==> config.mk <==
export PLATFORM = sky130hd
export DESIGN_NAME = dtm_safety_monitor
export DESIGN_NICKNAME = d
export VERILOG_FILES = /design/src/dtm_pkg.sv /design/src/dtm_safety_monitor.sv
export SDC_FILE = /design/constraint.sdc
export NUM_CORES = 2
export LEC_CHECK = 0
export ABC_AREA = 1
export BUFFER_PORTS_ARGS = -buffer_cell sky130_fd_sc_hd__buf_2
export CORE_UTILIZATION = 45
export CTS_CLUSTER_DIAMETER = 200
export DETAILED_ROUTE_END_ITERATION = 8
export PLACE_DENSITY = 0.69
export SLEW_MARGIN = 40
export SYNTH_ARGS = -nofsm -noshare
export SYNTH_HDL_FRONTEND = slang
export SYNTH_SLANG_ARGS = --single-unit
export TNS_END_PERCENT = 50
==> constraint.sdc <==
create_clock -name pclk -period 23.6 [get_ports pclk]
set_input_delay 1.18 -clock pclk [delete_from_list [all_inputs] [get_ports pclk]]
set_output_delay 1.18 -clock pclk [all_outputs]
set_load 0.01 [all_outputs]
==> src/dtm_pkg.sv <==
//------------------------------------------------------------
// Overview of operation
// Positive request off arms monitoring of motion toward increasing addresses.
// Negative request off arms monitoring of motion toward decreasing addresses.
// Direction checks start after their own separate per-direction delay.
// Active direction check compares speed against the shared stop-speed threshold.
// Direction check stops when its request returns on.
// Command speed over threshold trips after the speed detection delay.
// Feedback speed continuously over threshold for the delay trips.
// Travel window starts at once, measured from position latched then.
// Relative travel must stay within positive and negative permissible distances.
// Travel window ends when its request returns on.
// Travel violation trips after the position detection delay.
// Controller should use second safe stop to supervise standstill afterwards.
// Torque guard starts at once, checks both torque command and feedback.
// Torque guard ends when its request returns on.
// Four upper/lower limit pairs, each picked by its own request.
// Several active: smallest upper and largest lower limit apply.
// Torque command outside limits trips after torque detection delay.
// Torque feedback continuously outside limits for the delay trips.
// A shut-off request removes energy from the motor.
// Any one valid trigger activates the shut-off.
// Shut-off stays latched until alarm reset.
//------------------------------------------------------------
package dtm_pkg;
  // register byte offsets
  localparam logic [7:0] OFS_CONTROL     = 8'h00;
  localparam logic [7:0] OFS_STATUS      = 8'h04;
  localparam logic [7:0] OFS_STOP_SPEED  = 8'h08;
  localparam logic [7:0] OFS_SPEED_DLY   = 8'h0C;
  localparam logic [7:0] OFS_POS_DLY     = 8'h10;
  localparam logic [7:0] OFS_PDIR_DLY    = 8'h14;
  localparam logic [7:0] OFS_NDIR_DLY    = 8'h18;
  localparam logic [7:0] OFS_TRAV_POS    = 8'h1C;
  localparam logic [7:0] OFS_TRAV_NEG    = 8'h20;
  localparam logic [7:0] OFS_TORQUE_DLY  = 8'h24;
  localparam logic [7:0] OFS_UPPER_BASE  = 8'h28;
  localparam logic [7:0] OFS_LOWER_BASE  = 8'h38;
  localparam logic [7:0] OFS_LAST        = 8'h44;
  // control and status fields
  localparam int         BIT_ALARM_RESET = 0;
  localparam int         BIT_STO         = 0;
  localparam int         BIT_CAUSE_LO    = 1;
  localparam int         BIT_GUARD_LO    = 8;
  // reset values
  localparam logic [31:0] RST_ZERO       = 32'h0000_0000;
  localparam logic [31:0] RST_UPPER      = 32'h7FFF_FFFF;
  localparam logic [31:0] RST_LOWER      = 32'h8000_0000;
  // request input bit positions, all active low
  localparam int         REQ_PDIR        = 0;
  localparam int         REQ_NDIR        = 1;
  localparam int         REQ_TRAVEL      = 2;
  localparam int         REQ_TORQUE_LO   = 3;
  localparam int         REQ_W           = 7;
endpackage : dtm_pkg

==> src/dtm_safety_monitor.sv <==
`timescale 1ns/1ps
module dtm_safety_monitor #(
  parameter int DW = 32
) (
  input  wire logic                 pclk,
  input  wire logic                 presetn,
  input  wire logic                 psel,
  input  wire logic                 penable,
  input  wire logic                 pwrite,
  input  wire logic [7:0]           paddr,
  input  wire logic [31:0]          pwdata,
  output logic      [31:0]          prdata,
  output logic                      pready,
  output logic                      pslverr,
  input  wire logic                 positive_direction_request_n,
  input  wire logic                 negative_direction_request_n,
  input  wire logic                 travel_window_request_n,
  input  wire logic [3:0]           torque_limit_request_n,
  input  wire logic signed [DW-1:0] speed_cmd,
  input  wire logic signed [DW-1:0] speed_fb,
  input  wire logic signed [DW-1:0] position_fb,
  input  wire logic signed [DW-1:0] torque_cmd,
  input  wire logic signed [DW-1:0] torque_fb,
  output logic                      safe_torque_off,
  output logic                      motor_energy_enable
);

  //----------------------------------------------------------
  // helpers
  //----------------------------------------------------------
  // saturating up-counter so a long hold never wraps into a false pass
  function automatic logic [31:0] tick(input logic [31:0] c, input logic run);
    if (!run) return 32'h0000_0000;
    return (c == 32'hFFFF_FFFF) ? c : c + 32'h0000_0001;
  endfunction : tick

  function automatic logic outside(input logic signed [DW-1:0] v,
                                   input logic signed [DW-1:0] hi,
                                   input logic signed [DW-1:0] lo);
    return (v > hi) || (v < lo);
  endfunction : outside

  //----------------------------------------------------------
  // request pin synchronisers
  //----------------------------------------------------------
  logic [dtm_pkg::REQ_W-1:0] s1_r, s2_r, s3_r, req_n_r, req_n_nxt;
  logic [dtm_pkg::REQ_W-1:0] pins;

  assign pins = {torque_limit_request_n, travel_window_request_n,
                 negative_direction_request_n, positive_direction_request_n};

  // a bit changes only once second and third stage agree
  always_comb begin
    req_n_nxt = req_n_r;
    for (int i = 0; i < dtm_pkg::REQ_W; i++) begin
      if (s2_r[i] == s3_r[i]) req_n_nxt[i] = s3_r[i];
    end
  end

  always_ff @(posedge pclk or negedge presetn) begin
    if (!presetn) begin
      s1_r    <= '1;
      s2_r    <= '1;
      s3_r    <= '1;
      req_n_r <= '1;
    end else begin
      s1_r    <= pins;
      s2_r    <= s1_r;
      s3_r    <= s2_r;
      req_n_r <= req_n_nxt;
    end
  end

  //----------------------------------------------------------
  // configuration registers and apb slave
  //----------------------------------------------------------
  logic [31:0] stop_speed_r, speed_dly_r, pos_dly_r, pdir_dly_r, ndir_dly_r;
  logic [31:0] trav_pos_r, trav_neg_r, torque_dly_r;
  logic [31:0] upper_r [4];
  logic [31:0] lower_r [4];
  logic [31:0] stop_speed_nxt, speed_dly_nxt, pos_dly_nxt, pdir_dly_nxt, ndir_dly_nxt;
  logic [31:0] trav_pos_nxt, trav_neg_nxt, torque_dly_nxt;
  logic [31:0] upper_nxt [4];
  logic [31:0] lower_nxt [4];
  logic [31:0] prdata_r, prdata_nxt;
  logic        pready_r, pslverr_r, pslverr_nxt, wr_go, alarm_reset;
  logic [31:0] status_w;
  logic        sto_r;
  logic [4:0]  cause_r;
  logic [2:0]  guards;

  assign wr_go       = psel && penable && pready_r && pwrite;
  assign alarm_reset = wr_go && (paddr == dtm_pkg::OFS_CONTROL)
                       && pwdata[dtm_pkg::BIT_ALARM_RESET];
  assign status_w    = {21'h00_0000, guards, 2'h0, cause_r, sto_r};

  // read mux and decode in the setup cycle, answer in the first access cycle
  always_comb begin
    prdata_nxt  = 32'h0000_0000;
    pslverr_nxt = 1'b0;
    if (paddr[1:0] != 2'b00 || paddr > dtm_pkg::OFS_LAST) pslverr_nxt = 1'b1;
    else begin
      unique case (paddr)
        dtm_pkg::OFS_CONTROL:    prdata_nxt = 32'h0000_0000;
        dtm_pkg::OFS_STATUS:     prdata_nxt = status_w;
        dtm_pkg::OFS_STOP_SPEED: prdata_nxt = stop_speed_r;
        dtm_pkg::OFS_SPEED_DLY:  prdata_nxt = speed_dly_r;
        dtm_pkg::OFS_POS_DLY:    prdata_nxt = pos_dly_r;
        dtm_pkg::OFS_PDIR_DLY:   prdata_nxt = pdir_dly_r;
        dtm_pkg::OFS_NDIR_DLY:   prdata_nxt = ndir_dly_r;
        dtm_pkg::OFS_TRAV_POS:   prdata_nxt = trav_pos_r;
        dtm_pkg::OFS_TRAV_NEG:   prdata_nxt = trav_neg_r;
        dtm_pkg::OFS_TORQUE_DLY: prdata_nxt = torque_dly_r;
        default: begin
          if (paddr < dtm_pkg::OFS_LOWER_BASE)
            prdata_nxt = upper_r[2'((paddr - dtm_pkg::OFS_UPPER_BASE) >> 2)];
          else
            prdata_nxt = lower_r[2'((paddr - dtm_pkg::OFS_LOWER_BASE) >> 2)];
        end
      endcase
    end
  end

  always_ff @(posedge pclk or negedge presetn) begin
    if (!presetn) begin
      pready_r  <= 1'b0;
      pslverr_r <= 1'b0;
      prdata_r  <= dtm_pkg::RST_ZERO;
    end else begin
      pready_r  <= psel && !penable;
      pslverr_r <= psel && !penable && pslverr_nxt;
      prdata_r  <= (psel && !penable && !pwrite) ? prdata_nxt : dtm_pkg::RST_ZERO;
    end
  end

  // next configuration: only a clean write on its completing edge changes it,
  // so a refused address can never corrupt a threshold
  always_comb begin
    stop_speed_nxt = stop_speed_r;
    speed_dly_nxt  = speed_dly_r;
    pos_dly_nxt    = pos_dly_r;
    pdir_dly_nxt   = pdir_dly_r;
    ndir_dly_nxt   = ndir_dly_r;
    trav_pos_nxt   = trav_pos_r;
    trav_neg_nxt   = trav_neg_r;
    torque_dly_nxt = torque_dly_r;
    upper_nxt      = upper_r;
    lower_nxt      = lower_r;
    if (wr_go && !pslverr_r) begin
      unique case (paddr)
        dtm_pkg::OFS_STOP_SPEED: stop_speed_nxt = pwdata;
        dtm_pkg::OFS_SPEED_DLY:  speed_dly_nxt  = pwdata;
        dtm_pkg::OFS_POS_DLY:    pos_dly_nxt    = pwdata;
        dtm_pkg::OFS_PDIR_DLY:   pdir_dly_nxt   = pwdata;
        dtm_pkg::OFS_NDIR_DLY:   ndir_dly_nxt   = pwdata;
        dtm_pkg::OFS_TRAV_POS:   trav_pos_nxt   = pwdata;
        dtm_pkg::OFS_TRAV_NEG:   trav_neg_nxt   = pwdata;
        dtm_pkg::OFS_TORQUE_DLY: torque_dly_nxt = pwdata;
        default: begin
          if (paddr >= dtm_pkg::OFS_LOWER_BASE)
            lower_nxt[2'((paddr - dtm_pkg::OFS_LOWER_BASE) >> 2)] = pwdata;
          else if (paddr >= dtm_pkg::OFS_UPPER_BASE)
            upper_nxt[2'((paddr - dtm_pkg::OFS_UPPER_BASE) >> 2)] = pwdata;
        end
      endcase
    end
  end

  // configuration registers only; limits open wide after reset
  always_ff @(posedge pclk or negedge presetn) begin
    if (!presetn) begin
      stop_speed_r <= dtm_pkg::RST_ZERO;
      speed_dly_r  <= dtm_pkg::RST_ZERO;
      pos_dly_r    <= dtm_pkg::RST_ZERO;
      pdir_dly_r   <= dtm_pkg::RST_ZERO;
      ndir_dly_r   <= dtm_pkg::RST_ZERO;
      trav_pos_r   <= dtm_pkg::RST_ZERO;
      trav_neg_r   <= dtm_pkg::RST_ZERO;
      torque_dly_r <= dtm_pkg::RST_ZERO;
      for (int i = 0; i < 4; i++) begin
        upper_r[i] <= dtm_pkg::RST_UPPER;
        lower_r[i] <= dtm_pkg::RST_LOWER;
      end
    end else begin
      stop_speed_r <= stop_speed_nxt;
      speed_dly_r  <= speed_dly_nxt;
      pos_dly_r    <= pos_dly_nxt;
      pdir_dly_r   <= pdir_dly_nxt;
      ndir_dly_r   <= ndir_dly_nxt;
      trav_pos_r   <= trav_pos_nxt;
      trav_neg_r   <= trav_neg_nxt;
      torque_dly_r <= torque_dly_nxt;
      upper_r      <= upper_nxt;
      lower_r      <= lower_nxt;
    end
  end

  assign prdata  = prdata_r;
  assign pready  = pready_r;
  assign pslverr = pslverr_r;

  //----------------------------------------------------------
  // monitors
  //----------------------------------------------------------
  logic              pdir_on, ndir_on, trav_on, torq_on;
  logic [31:0]       parm_r, narm_r, scmd_r, sfb_r, trav_r, tcmd_r, tfb_r;
  logic [31:0]       parm_nxt, narm_nxt, scmd_nxt, sfb_nxt, trav_nxt, tcmd_nxt, tfb_nxt;
  logic              trav_on_r, scmd_p_r, trav_p_r, tcmd_p_r;
  logic              scmd_p_nxt, trav_p_nxt, tcmd_p_nxt, sto_nxt;
  logic signed [DW-1:0] origin_r, origin_nxt, rel, hi_lim, lo_lim, sth;
  logic              pchk, nchk, cmd_bad, fb_bad, trav_bad, tc_bad, tf_bad;
  logic [4:0]        trip, cause_nxt;
  logic              energy_r, energy_nxt;

  assign pdir_on = !req_n_r[dtm_pkg::REQ_PDIR];
  assign ndir_on = !req_n_r[dtm_pkg::REQ_NDIR];
  assign trav_on = !req_n_r[dtm_pkg::REQ_TRAVEL];
  assign torq_on = !(&req_n_r[dtm_pkg::REQ_TORQUE_LO +: 4]);
  assign guards  = {torq_on, trav_on, pdir_on || ndir_on};
  assign sth     = DW'(stop_speed_r);

  // active limit pair: tightest of all requested pairs
  always_comb begin
    hi_lim = DW'(dtm_pkg::RST_UPPER);
    lo_lim = DW'(dtm_pkg::RST_LOWER);
    for (int i = 0; i < 4; i++) begin
      if (!req_n_r[dtm_pkg::REQ_TORQUE_LO + i]) begin
        // limits are signed: an unsigned compare would misorder a positive lower limit
        if ($signed(DW'(upper_r[i])) < hi_lim) hi_lim = DW'(upper_r[i]);
        if ($signed(DW'(lower_r[i])) > lo_lim) lo_lim = DW'(lower_r[i]);
      end
    end
  end

  // violation detection and detection-delay timers
  always_comb begin
    // direction checks live only after each own arm delay
    parm_nxt = tick(parm_r, pdir_on);
    narm_nxt = tick(narm_r, ndir_on);
    pchk     = pdir_on && (parm_r >= pdir_dly_r);
    nchk     = ndir_on && (narm_r >= ndir_dly_r);
    cmd_bad  = (pchk && speed_cmd > sth) || (nchk && speed_cmd < -sth);
    fb_bad   = (pchk && speed_fb > sth) || (nchk && speed_fb < -sth);
    // command excess latches a pending trip; feedback must persist
    scmd_p_nxt = (pchk || nchk) && (scmd_p_r || cmd_bad);
    scmd_nxt   = tick(scmd_r, scmd_p_nxt);
    sfb_nxt    = tick(sfb_r, fb_bad);
    // origin caught on the cycle the window opens
    origin_nxt = (trav_on && !trav_on_r) ? position_fb : origin_r;
    rel        = position_fb - origin_r;
    trav_bad   = trav_on_r && trav_on
                 && (rel > $signed(DW'(trav_pos_r)) || rel < $signed(DW'(trav_neg_r)));
    trav_p_nxt = trav_on && (trav_p_r || trav_bad);
    trav_nxt   = tick(trav_r, trav_p_nxt);
    tc_bad     = torq_on && outside(torque_cmd, hi_lim, lo_lim);
    tf_bad     = torq_on && outside(torque_fb, hi_lim, lo_lim);
    tcmd_p_nxt = torq_on && (tcmd_p_r || tc_bad);
    tcmd_nxt   = tick(tcmd_r, tcmd_p_nxt);
    tfb_nxt    = tick(tfb_r, tf_bad);
    trip[0]    = scmd_p_r && (scmd_r >= speed_dly_r);
    trip[1]    = fb_bad && (sfb_r >= speed_dly_r);
    trip[2]    = trav_p_r && (trav_r >= pos_dly_r);
    trip[3]    = tcmd_p_r && (tcmd_r >= torque_dly_r);
    trip[4]    = tf_bad && (tfb_r >= torque_dly_r);
    // a trip in the reset cycle wins over the reset
    cause_nxt  = (alarm_reset ? 5'h00 : cause_r) | trip;
    sto_nxt    = (sto_r && !alarm_reset) || (|trip);
    energy_nxt = !sto_nxt;
  end

  always_ff @(posedge pclk or negedge presetn) begin
    if (!presetn) begin
      parm_r    <= dtm_pkg::RST_ZERO;
      narm_r    <= dtm_pkg::RST_ZERO;
      scmd_r    <= dtm_pkg::RST_ZERO;
      sfb_r     <= dtm_pkg::RST_ZERO;
      trav_r    <= dtm_pkg::RST_ZERO;
      tcmd_r    <= dtm_pkg::RST_ZERO;
      tfb_r     <= dtm_pkg::RST_ZERO;
      scmd_p_r  <= 1'b0;
      trav_p_r  <= 1'b0;
      tcmd_p_r  <= 1'b0;
      trav_on_r <= 1'b0;
      origin_r  <= '0;
      cause_r   <= 5'h00;
      sto_r     <= 1'b0;
      energy_r  <= 1'b1;
    end else begin
      parm_r    <= parm_nxt;
      narm_r    <= narm_nxt;
      scmd_r    <= scmd_nxt;
      sfb_r     <= sfb_nxt;
      trav_r    <= trav_nxt;
      tcmd_r    <= tcmd_nxt;
      tfb_r     <= tfb_nxt;
      scmd_p_r  <= scmd_p_nxt;
      trav_p_r  <= trav_p_nxt;
      tcmd_p_r  <= tcmd_p_nxt;
      trav_on_r <= trav_on;
      origin_r  <= origin_nxt;
      cause_r   <= cause_nxt;
      sto_r     <= sto_nxt;
      energy_r  <= energy_nxt;
    end
  end

  // shut-off and energy enable each from their own flop, no gate on the pin
  assign safe_torque_off     = sto_r;
  assign motor_energy_enable = energy_r;

endmodule : dtm_safety_monitor

==> impl_metrics.csv <==
group,metric,value,unit
power_and_ir_drop,p_per_area,72.4,mW/mm2
clocking,cts_hold_buf,0,
cells_and_area,seq_area,0.0212,mm2
synthesis,netlist_instances,7124,
cells_and_area,fin_area,0.0635,mm2
sta,layout_min_cycle_time,12.42,ns
cells_and_area,fillers,12000,
job,max_cap_violations,0,
sta,finalCritPeriodShare,52.6,%
power_and_ir_drop,total_leakage_power,28.4,nW
cells_and_area,reg_top3,"lower_r x128, upper_r x128",
synthesis,yosysWarningCount,0,
clocking,clk_pin_slew,0.06,ns
sta,drv_slew,0,
place,place.gp.congestion,1.02,
setup_path,cp_max_fo,64,
floorplan,initial_utilization,45.4,%
cells_and_area,area_delta_synth_final,11.2,%
setup_path,critPathCaptureType,"flop",
clocking,clockBufferDepth,3,
hold_path,min_path_type,"reg -> reg",
floorplan,dieHeight,358,um
sta,setup_viol,0,
floorplan,core_area,0.126,mm2
clocking,insertion_delay,0.71,ns
clocking,cts_resized,0,
sta,hold_viol_final,0,
routing,wl_per_cell,24.3,um
routing,routed_wl,219,mm
cells_and_area,layout-drive-gt1-share,10.0,%
synthesis,synth.distinct_cells,64,
setup_path,r2r-start,"req_n_r[3]$_DFFE_PN1N_",
setup_path,critPathKind,"reg -> reg",
routing,drcViolationCount,0,
setup_path,critPathSlowestCell,"dfstp_2",
clocking,numClockSinks,841,
setup_path,cp_top_family,"simple AND/OR/NAND/NOR gates",
power_and_ir_drop,p_switching,1.70,mW
routing,ant_nets,0,
cells_and_area,layout_common_cells,"nand2_1, o21ai_0, ha_1",
power_and_ir_drop,power.internal,2.89,mW
place,dp_hpwl,170,mm
clocking,cts.root.buffer_cell,"clkbuf_16",
sta,slew_headroom,40.2,%
synthesis,synth_largest_area_cell,"dfrtp_1",
floorplan,num_rows,130,
hold_path,min_from,"s1_r[1]$_DFF_PN1_",
power_and_ir_drop,p_clk_share,33.9,%
routing,first_pass_iters,6,
setup_path,worstPathArrival,12.97,ns
power_and_ir_drop,irDropWorstVdd,0.0546,mV
synthesis,syn_area_per_cell,8.01,um2
routing,drt_iter0_drc,6553,
sta,grt_setup_unrepaired,"false",
synthesis,yosys_register_bits,841,
place,placed_cell_area,0.0601,mm2
synthesis,synthesis.area,0.0571,mm2
sta,timing.fmax,80.5,MHz
outcome,outcome,"finished, final reports clean",
place,post-place-ws,11.37,ns
synthesis,yosysSeqAreaShare,37.2,%
floorplan,die_x,358,um
clocking,cts_setup_buffers,0,
sta,fin_skew,0.0372,ns
setup_path,cp_common_cell,"nand2_1",
setup_path,cp.required,24.15,ns
sta,fin_tns_setup,0,ns
setup_path,path_buf_inv,4,
clocking,cts_buffers,97,
routing,detail_route.vias_per_cell,6.04,
synthesis,synth_top_cells_by_area,"dfrtp_1, ha_1, nand2_1, o21ai_0, dfstp_2",
power_and_ir_drop,seq_power_share,34.4,%
floorplan,dieArea,0.128,mm2
grt,grt_max_degree,75,
clocking,tritoncts,"yes",
cells_and_area,nNetsFinal,8233,
grt,antenna_found_initial,25,
synthesis,synth_top_area_share,30.0,%
synthesis,async_flop_share,100,%
setup_path,crit_start,"req_n_r[3]$_DFFE_PN1N_",
grt,gr-total-overflow,0,
floorplan,ios,248,
setup_path,crit_path_start_kind,"flop",
place,port_buffers,247,
setup_path,cpPeakStageDelay,1.09,ns
cells_and_area,multiInputGateArea,0.0323,mm2
power_and_ir_drop,swShare,37.0,%
cells_and_area,layout_commonest_cell,"nand2_1",
synthesis,synth_flop_cell,"dfrtp_1",
synthesis,synth_fp_nets,8098,
sta,tightestPinTransition,0.891,ns
sta,layout_setup_ws,11.18,ns
routing,via_count,54400,
synthesis,synth-edff-count,0,
power_and_ir_drop,combPwrFrac,31.6,%
grt,grt_first_pass_wirelength,323,mm
grt,grt_pass1_vias,51000,
grt,grt_use_total,33.7,%
clocking,htreeDepth,3,
## Yosys cell counts, drive strengths merged (3+ instances only)
library cell / number
a2111oi: 5
dfrtp: 684
buf: 12
xnor2: 31
nand3b: 8
o2111ai: 14
a31oi: 16
nor4b: 3
a21oi: 427
clkinv: 6
o22ai: 209
a211oi: 72
a41oi: 6
nand2: 1461
o221ai: 27
xor2: 106
maj3: 7
nor2: 429
clkbuf: 253
nand3: 157
o21ai: 913
nor3b: 10
nor4: 65
o221a: 14
o21a: 18
a21o: 26
and2: 3
or2: 5
o211ai: 17
a221oi: 45
inv: 746
a311oi: 28
dfstp: 157
and3: 5
nand4: 164
or3: 6
ha: 761
o21bai: 14
nor3: 176
## layout make-up
class / instances / area share [%]
inverters: 752 / 4.45
diodes: 12 / 0.0473
clock buffers: 149 / 4.51
clock inverters: 32 / 0.599
repair buffers: 301 / 2.70
well taps: 1650 / 3.25
multi-input cells: 5266 / 51.0
flip-flops and latches: 841 / 33.5
## through the flow
stage               cells  utilization (%)  hold WS (ns)  power [mW]
global placement     8808             47.6         0.346        2.97
detailed placement   8810             47.8         0.347        3.02
floorplan            7124                -         0.345        2.52
global route         8997             50.5         0.346        4.83
finish               9003             50.5         0.335        4.59
CTS                  8991             50.4         0.343        4.57
## kinds of logic after synthesis
group | synth area share (%)
flip-flops | 37.2
AO/OA/AOI/OAI | 18.6
adder cells (fa/ha/maj) | 16.8
multiplexers | 0.0373
XOR/XNOR | 2.10
buffers and inverters | 6.76
AND/OR/NAND/NOR | 18.5
## power by group through the flow
stage,Clock [mW],Sequential (mW),Combinational [mW]
6_report,1.56,1.58,1.45
2_1_floorplan,0,1.57,0.952
3_3_place_gp,0,1.60,1.37
4_1_cts,1.57,1.58,1.42
5_1_grt,1.62,1.59,1.61
3_5_place_dp,0,1.60,1.42
## worst register-to-register path, delay by kind of cell (launching register included)
| family | cells | cell delay [ns] |
|---|---|---|
| AND/OR/NAND/NOR | 24 | 5.54 |
| AO/OA/AOI/OAI | 15 | 2.95 |
| buffers and inverters | 4 | 1.30 |
| adder cells (fa/ha/maj) | 4 | 1.26 |
| flip-flops | 1 | 1.09 |
| XOR/XNOR | 1 | 0.17 |
## per-layer routing
layer,global-route usage (%),wire [um]
met2,50.2,92500
met1,44.7,89400
met5,0.704,233
met3,8.33,23200
met4,18.7,13500
## worst paths after layout
path	end	slack (ns)	depth (start not counted)
setup reg to reg	tcmd_r[29]$_DFFE_PN0P_	11.18	48
setup / recovery	tcmd_r[29]$_DFFE_PN0P_	11.18	48
hold / removal	s2_r[1]$_DFF_PN1_	0.33	0
min in group asynchronous	prdata[29]$_DFF_PN0_	0.39	1
max in group asynchronous	pos_dly_r[3]$_DFFE_PN0P_	21.23	4
hold reg to reg	s2_r[1]$_DFF_PN1_	0.33	0
(Power assumes the default switching activity.)
